## src/shared/ext_bus_consts.svh

```systemverilog
// Timing counts, widths and reset values of the external bus control block.
`ifndef EXT_BUS_CONSTS_SVH
`define EXT_BUS_CONSTS_SVH
`define EB_ADDR_W 24
`define EB_DATA_W 16
`define EB_PHASE_DIV 2
`define EB_PHASE_CNT_W 8
`define EB_SYNC_W 19
`define EB_SYNC_RST 19'h6FFFB
`define EB_SETTLE_CNT 3'h3
`define EB_HOLD_BIT 18
`define EB_READY_BIT 17
`define EB_BYTE_BIT 16
`define EB_MID_MSB 15
`define EB_MID_LSB 8
`define EB_HI_MSB 7
`define EB_HI_LSB 0
`endif

```

## src/shared/ext_bus_pkg.sv

```systemverilog
// Types shared by the external bus control block.
package ext_bus_pkg;
  typedef enum logic [1:0] {
    ST_IDLE,
    ST_ADDR,
    ST_DATA,
    ST_HOLD
  } bus_state_t;
endpackage : ext_bus_pkg
```

## src/rtl/external_bus_control.sv

```systemverilog
// Bus cycle sequencer and pin drivers of the multiplexed external bus.
`timescale 1ns/1ps
`include "ext_bus_consts.svh"

module external_bus_control #(
  parameter int PHASE_DIV = `EB_PHASE_DIV
) (
  input wire logic clk_in,
  input wire logic rst_in,
  input wire logic req_in,
  input wire logic req_wr_in,
  input wire logic [`EB_ADDR_W-1:0] req_addr_in,
  input wire logic [`EB_DATA_W-1:0] req_wdata_in,
  output logic busy_out,
  output logic done_out,
  output logic [`EB_DATA_W-1:0] rdata_out,
  input wire logic hold_req_n_in,
  input wire logic ready_n_in,
  input wire logic byte_mode_in,
  output logic bus_grant_ack_n_out,
  output logic phase_clk_out,
  output logic ale_out,
  output logic access_strobe_n_out,
  output logic rw_out,
  output logic byte_high_enable_n_out,
  output logic [7:0] addr_lo_out,
  output logic ctrl_oe_n_out,
  input wire logic [7:0] ad_mid_in,
  output logic [7:0] ad_mid_out,
  output logic ad_mid_oe_n_out,
  input wire logic [7:0] ad_hi_in,
  output logic [7:0] ad_hi_out,
  output logic ad_hi_oe_n_out
);
  localparam logic [`EB_PHASE_CNT_W-1:0] DIV_LAST = `EB_PHASE_CNT_W'(PHASE_DIV - 1);

  generate
    if (PHASE_DIV < 1 || PHASE_DIV > 255) begin : g_bad_div
      $error("PHASE_DIV must lie between 1 and 255.");
    end
  endgenerate

  ext_bus_pkg::bus_state_t state_r;
  logic [`EB_PHASE_CNT_W-1:0] div_cnt_r;
  logic tick;
  logic [`EB_SYNC_W-1:0] sync_v;
  logic hold_n_s;
  logic ready_n_s;
  logic byte_s;
  logic pend_r;
  logic wr_r;
  logic [`EB_ADDR_W-1:0] addr_r;
  logic [`EB_DATA_W-1:0] wdata_r;
  logic finish;
  logic [2:0] settle_r;
  logic settled;

  pin_sync #(
    .WIDTH(`EB_SYNC_W),
    .RESET_VAL(`EB_SYNC_RST)
  ) u_sync (
    .clk_in(clk_in),
    .rst_in(rst_in),
    .async_in({hold_req_n_in, ready_n_in, byte_mode_in, ad_mid_in, ad_hi_in}),
    .sync_out(sync_v)
  );

  assign hold_n_s = sync_v[`EB_HOLD_BIT];
  assign ready_n_s = sync_v[`EB_READY_BIT];
  assign byte_s = sync_v[`EB_BYTE_BIT];

  // Phase divider: one enable pulse per half period of the phase clock.
  assign tick = (div_cnt_r == DIV_LAST);

  always_ff @(posedge clk_in or posedge rst_in) begin
    if (rst_in) begin
      div_cnt_r <= 8'h00;
    end else if (tick) begin
      div_cnt_r <= 8'h00;
    end else begin
      div_cnt_r <= div_cnt_r + 8'h01;
    end
  end

  always_ff @(posedge clk_in or posedge rst_in) begin
    if (rst_in) begin
      phase_clk_out <= 1'b0;
    end else if (tick) begin
      phase_clk_out <= ~phase_clk_out;
    end
  end

  // Request capture: one access is held until the address phase of its bus cycle ends.
  always_ff @(posedge clk_in or posedge rst_in) begin
    if (rst_in) begin
      pend_r <= 1'b0;
      wr_r <= 1'b0;
      addr_r <= 24'h000000;
      wdata_r <= 16'h0000;
    end else if (req_in && !busy_out) begin
      pend_r <= 1'b1;
      wr_r <= req_wr_in;
      addr_r <= req_addr_in;
      wdata_r <= req_wdata_in;
    end else if (tick && state_r == ext_bus_pkg::ST_ADDR) begin
      pend_r <= 1'b0;
    end
  end

  assign busy_out = pend_r || (state_r != ext_bus_pkg::ST_IDLE);
  assign finish = tick && (state_r == ext_bus_pkg::ST_DATA) && ready_n_s && settled;

  // The strobe leaves one clock after the state and the pins come back through two
  // flops, so ready and read data are trusted only after the strobe has settled.
  always_ff @(posedge clk_in or posedge rst_in) begin
    if (rst_in) begin
      settle_r <= 3'h0;
    end else if (state_r != ext_bus_pkg::ST_DATA) begin
      settle_r <= 3'h0;
    end else if (!settled) begin
      settle_r <= settle_r + 3'h1;
    end
  end

  assign settled = (settle_r == `EB_SETTLE_CNT);

  // Sequencer; a hold request wins over a pending access in idle.
  always_ff @(posedge clk_in or posedge rst_in) begin
    if (rst_in) begin
      state_r <= ext_bus_pkg::ST_IDLE;
    end else if (tick) begin
      case (state_r)
        ext_bus_pkg::ST_IDLE: begin
          if (!hold_n_s) begin
            state_r <= ext_bus_pkg::ST_HOLD;
          end else if (pend_r) begin
            state_r <= ext_bus_pkg::ST_ADDR;
          end
        end
        ext_bus_pkg::ST_ADDR: begin
          state_r <= ext_bus_pkg::ST_DATA;
        end
        ext_bus_pkg::ST_DATA: begin
          if (ready_n_s && settled) begin
            state_r <= ext_bus_pkg::ST_IDLE;
          end
        end
        ext_bus_pkg::ST_HOLD: begin
          if (hold_n_s) begin
            state_r <= ext_bus_pkg::ST_IDLE;
          end
        end
        default: begin
          state_r <= ext_bus_pkg::ST_IDLE;
        end
      endcase
    end
  end

  always_ff @(posedge clk_in or posedge rst_in) begin
    if (rst_in) begin
      done_out <= 1'b0;
      rdata_out <= 16'h0000;
    end else begin
      done_out <= finish;
      if (finish && !wr_r) begin
        rdata_out[7:0] <= sync_v[`EB_HI_MSB:`EB_HI_LSB];
        rdata_out[15:8] <= byte_s ? 8'h00 : sync_v[`EB_MID_MSB:`EB_MID_LSB];
      end
    end
  end

  // Pin drivers, registered from the current bus state.
  always_ff @(posedge clk_in or posedge rst_in) begin
    if (rst_in) begin
      ale_out <= 1'b0;
      access_strobe_n_out <= 1'b1;
      rw_out <= 1'b1;
      byte_high_enable_n_out <= 1'b1;
      bus_grant_ack_n_out <= 1'b1;
      ctrl_oe_n_out <= 1'b0;
      addr_lo_out <= 8'h00;
      ad_mid_out <= 8'h00;
      ad_mid_oe_n_out <= 1'b1;
      ad_hi_out <= 8'h00;
      ad_hi_oe_n_out <= 1'b1;
    end else begin
      ale_out <= (state_r == ext_bus_pkg::ST_ADDR);
      access_strobe_n_out <= (state_r != ext_bus_pkg::ST_DATA);
      bus_grant_ack_n_out <= (state_r != ext_bus_pkg::ST_HOLD);
      ctrl_oe_n_out <= (state_r == ext_bus_pkg::ST_HOLD);
      case (state_r)
        ext_bus_pkg::ST_ADDR, ext_bus_pkg::ST_DATA: begin
          rw_out <= !wr_r;
          byte_high_enable_n_out <= !addr_r[0];
          addr_lo_out <= addr_r[7:0];
        end
        default: begin
          rw_out <= 1'b1;
          byte_high_enable_n_out <= 1'b1;
        end
      endcase
      case (state_r)
        ext_bus_pkg::ST_ADDR: begin
          ad_hi_out <= addr_r[23:16];
          ad_hi_oe_n_out <= 1'b0;
          ad_mid_out <= addr_r[15:8];
          ad_mid_oe_n_out <= 1'b0;
        end
        ext_bus_pkg::ST_DATA: begin
          ad_hi_out <= wdata_r[7:0];
          ad_hi_oe_n_out <= !wr_r;
          if (byte_s) begin
            ad_mid_out <= addr_r[15:8];
            ad_mid_oe_n_out <= 1'b0;
          end else begin
            ad_mid_out <= wdata_r[15:8];
            ad_mid_oe_n_out <= !wr_r;
          end
        end
        default: begin
          ad_hi_oe_n_out <= 1'b1;
          ad_mid_oe_n_out <= 1'b1;
        end
      endcase
    end
  end
endmodule : external_bus_control

```

## src/rtl/pin_sync.sv

```systemverilog
// Two-flop synchroniser for a group of pin inputs.
`timescale 1ns/1ps
module pin_sync #(
  parameter int WIDTH = 1,
  parameter logic [WIDTH-1:0] RESET_VAL = '0
) (
  input wire logic clk_in,
  input wire logic rst_in,
  input wire logic [WIDTH-1:0] async_in,
  output logic [WIDTH-1:0] sync_out
);
  logic [WIDTH-1:0] meta_r;

  generate
    if (WIDTH < 1) begin : g_bad_width
      $error("pin_sync needs WIDTH of at least 1.");
    end
  endgenerate

  // The first stage feeds only the second stage.
  always_ff @(posedge clk_in or posedge rst_in) begin
    if (rst_in) begin
      meta_r <= RESET_VAL;
      sync_out <= RESET_VAL;
    end else begin
      meta_r <= async_in;
      sync_out <= meta_r;
    end
  end
endmodule : pin_sync

```

## config.mk

```make
export PLATFORM = sky130hd
export DESIGN_NAME = external_bus_control
export DESIGN_NICKNAME = d
export VERILOG_FILES = /design/src/shared/ext_bus_pkg.sv /design/src/rtl/external_bus_control.sv /design/src/rtl/pin_sync.sv
export VERILOG_INCLUDE_DIRS = /design/src /design/src/shared
export SDC_FILE = /design/constraint.sdc
export NUM_CORES = 1
export LEC_CHECK = 0
export ABC_CLOCK_PERIOD_IN_PS = 4600
export BUFFER_PORTS_ARGS = -buffer_cell sky130_fd_sc_hd__buf_2
export CAP_MARGIN = 0
export CORE_MARGIN = 2
export CORE_UTILIZATION = 54
export CTS_CLUSTER_SIZE = 24
export DETAILED_ROUTE_END_ITERATION = 7
export GPL_TIMING_DRIVEN = 0
export PLACE_DENSITY_LB_ADDON = 0.08
export RECOVER_POWER = 100
export SLEW_MARGIN = 20
export SYNTH_ARGS = -nofsm -noshare
export SYNTH_HDL_FRONTEND = slang
export SYNTH_HIERARCHICAL = 1
export SYNTH_SLANG_ARGS = --single-unit
```

## constraint.sdc

```tcl
create_clock -name clk_in -period 4.6 [get_ports clk_in]
set_input_delay 0.69 -clock clk_in [delete_from_list [all_inputs] [get_ports clk_in]]
set_output_delay 0.69 -clock clk_in [all_outputs]
set_load 0.05 [all_outputs]
```

==> summary.md <==
| Metric | Value |
|---|---|
| Critical path arrival | `3.08 ns` |
| # DRC | `0` |
| LEAKAGE | `2.90 nW` |
| Crit path from | `rst_in` |
| Required @ worst endpoint | `4.89 ns` |
| Max rail drop VDD | `408 uV` |
| Failing checks | `max-capacitance violations, max-slew violations` |
| CORE AREA | `9330 sq um` |
| YS warnings | `6` |
| Fmax | `358 MHz` |
| MaxCap Viol Count | `1` |
| Port bufs | `113` |
| Die ar. | `10500 sq um` |
| Detailed Route WL | `9900 microns` |
| Synthesis-to-layout area growth | `23.5%` |
| Max FO, Critical Path | `72` |
| Routability cong. | `0.759` |
| Power Density | `753 nW/um^2` |
| Total gr overflow | `0` |
| Post-DP HPWL | `6620 microns` |
| Worst Setup Start Kind | `input port` |
| Starting Density | `56.1%` |
| Outcome | `finished, violations left` |
| Synth unique cells | `33` |
| Final Hold Viols | `0` |
| Fin. max-slew vios | `73` |
| Number of I/O pins | `114` |
| Register area share after synthesis | `69.3%` |
| CP Capture Type | `async pin` |
| Clk pwr share | `28.4%` |
| Max stage delay on crit path | `1.41 ns` |
| Buf/Inv on CP | `3` |
| Clk root buf | `clkbuf_8` |
| First-pass GRT wire length | `16100 microns` |
| Post_cts resized | `0` |
| Hold WC Path Type | `in2reg` |
| Combinational share of power | `33.4%` |
| Initial antenna violation count | `1` |
| Unrepaired setup endpoints after global routing | `false` |
| CTS sink cnt | `143` |
| Critical path cell sequence | `clkbuf_1 -> clkinvlp_2 -> clkbuf_2` |
| Min Tclk post-route | `2.79 ns` |
| Register share of total power | `38.2%` |
| Avg Inst Size Synth | `14.9 sq um` |
| Final Setup Violations | `0` |
| Height of the die | `102 microns` |
| Cell taking the most area after synthesis | `dfrtp_1` |
| Post-DR vias/cell | `4.93` |
| Total GRT Usage | `20.6%` |
| Avg WL per Cell | `15.8 microns` |
| Critical path class | `in2async` |
| DRT iter0 DRCs | `92` |
| Layout cells sized above 1 | `37.1%` |
| CTS tree | `done` |
| Top post-synthesis cells by area | `dfrtp_1 49%, dfstp_2 20%, mux2_2 11%` |
| Worst Max-Slew Pin Slew | `1.75 ns` |
| Post-synth top area share | `49.2%` |
| Hold path start | `ready_n_in` |
| Number of core rows | `35` |
| Power Internal | `3.06 mW` |
| Die X | `102 microns` |
| Post-CTS Setup Bufs | `0` |
| Skew final | `0.00935 ns` |
| Top cell family by delay on the critical path | `buffers and inverters` |
| Clk_lat worst skew | `0.51 ns` |
| Synth Register Bits | `143` |
| Final antenna-violating net count | `0` |
| Final Cycle Share | `60.7%` |
| Sw Share | `37.2%` |
| Syn Std Cell Area | `5240 sq um` |
| CTS Buf Count | `17` |
| DR vias | `3090` |
| Final Core Density | `69.3%` |
| Number of global-route vias before repair | `3250` |
| Cells after synthesis | `352` |
| Switch Pwr | `1.81 mW` |
| TNS Setup | `0 ns` |
| Hold buffers post-CTS | `0` |
| H-tree depth | `4` |
| Fillers | `690` |
| Clock transition at path regs | `0.07 ns` |
| Ant diodes | `0` |
| NumNets Final | `556` |
| Crit-path slowest cell | `clkbuf_2` |
| CTS Buffer Depth | `2` |
| First-pass DRT Iterations | `4` |
| Largest net degree at the start of global routing | `73` |
| Headroom to the max-slew limit | `-16.4%` |
| Crit Reg-Reg Startpoint | `state_r[1]` |
| Post-synth net total | `423` |
[synth_stat cells (all sizes together)]
master    n
nand3b    1
nor2     25
nand2    15
nor3b     1
and4b     1
nand2b    9
xor2      1
o21ai    11
a211oi    1
and2      1
dfrtp   103
nand3     7
a21oi    18
nor3      1
dfstp    40
xnor2     7
clkbuf    6
or3       1
mux2i    19
ha        8
buf       7
nor4      1
mux2     57
clkinv    1
and3      2
inv       8
[final timing paths]
path	to	slack [ns]	cells after the start
min in group asynchronous	rdata_out[4]	0.49	2
worst max register to register	ad_hi_out[5]	2.25	6
worst min-delay path	u_sync/meta_r[17]	0.27	1
worst min register to register	u_sync/sync_out[4]	0.35	0
max in group clk_in	busy_out	2.06	4
worst max-delay path	addr_r[22]	1.81	3
[registers in the layout, summed over array words and instances (netlist names), 2 cells and up]
register / count
rdata_out: 16
ad_hi_out: 8
state_r: 2
div_cnt_r: 8
u_sync/sync_out: 19
wdata_r: 16
u_sync/meta_r: 19
ad_mid_out: 8
settle_r: 3
addr_r: 24
addr_lo_out: 8
[through the flow]
stage / hold WS (ns) / setup slack, ns / power, mW / cells / cell area [sq um]
2_1_floorplan: 0.331 / 1.16 / 3.13 / 352 / 5240
4_1_cts: 0.150 / 2.22 / 4.96 / 627 / 6600
3_3_place_gp: 0.336 / -0.0578 / 3.50 / 594 / 5960
6_report: 0.269 / 1.81 / 4.87 / 627 / 6460
5_1_grt: 0.237 / 1.15 / 5.12 / 627 / 6460
3_5_place_dp: 0.337 / 2.25 / 3.56 / 595 / 5990
[cell usage in the layout, fill, tap and decap left out, types with 2 or more instances in the layout]
| master | n |
|---|---|
| buf_2 | 59 |
| mux2_2 | 52 |
| nand2_1 | 15 |
| xnor2_1 | 7 |
| clkinvlp_4 | 4 |
| nor2_1 | 24 |
| a21oi_1 | 18 |
| inv_1 | 7 |
| ha_1 | 8 |
| and3_1 | 2 |
| o21ai_0 | 11 |
| mux2_1 | 4 |
| mux2i_1 | 19 |
| clkbuf_1 | 69 |
| dfrtp_1 | 103 |
| bufinv_16 | 3 |
| nand3_1 | 7 |
| dfstp_2 | 39 |
| clkbuf_8 | 3 |
| inv_6 | 3 |
| nand2b_1 | 9 |
| clkbuf_16 | 16 |
[power groups by stage]
stage | Sequential, mW | Clock (mW) | Combinational [mW]
floorplan | 2.36 | 0 | 0.778
global placement | 1.85 | 0 | 1.65
detailed placement | 1.87 | 0 | 1.69
CTS | 1.85 | 1.41 | 1.70
global route | 1.90 | 1.46 | 1.76
finish | 1.86 | 1.38 | 1.63
[kinds of logic after synthesis]
group | count (synthesis) | synth area share (%)
mux | 76 | 16.2
simple gates | 65 | 6.41
fa+ha+maj | 8 | 1.91
xor+xnor | 8 | 1.34
flops | 143 | 69.3
compound gates | 30 | 3.01
buf+inv | 22 | 1.84
[area by class of cell]
cell class	instances	area (sq um)	share of cell area, %
inverter	9	35.0	0.542
multi-input combinational	187	1480	23.0
clock inverter	11	155	2.40
tap	129	161	2.50
buffer	13	48.8	0.755
sequential	143	3630	56.1
timing repair buffer	114	503	7.78
clock buffer	21	449	6.95
[routing by layer]
metal  GRT usage [%]  vias up  routed length (microns)
li1                -     1458                        -
met1            26.6     1531                     4450
met2            33.2       82                     4840
met3            5.81       17                      444
met4            8.51        2                      156
met5               0        -                        5
Note: power is estimated with default switching activity, not from simulation.
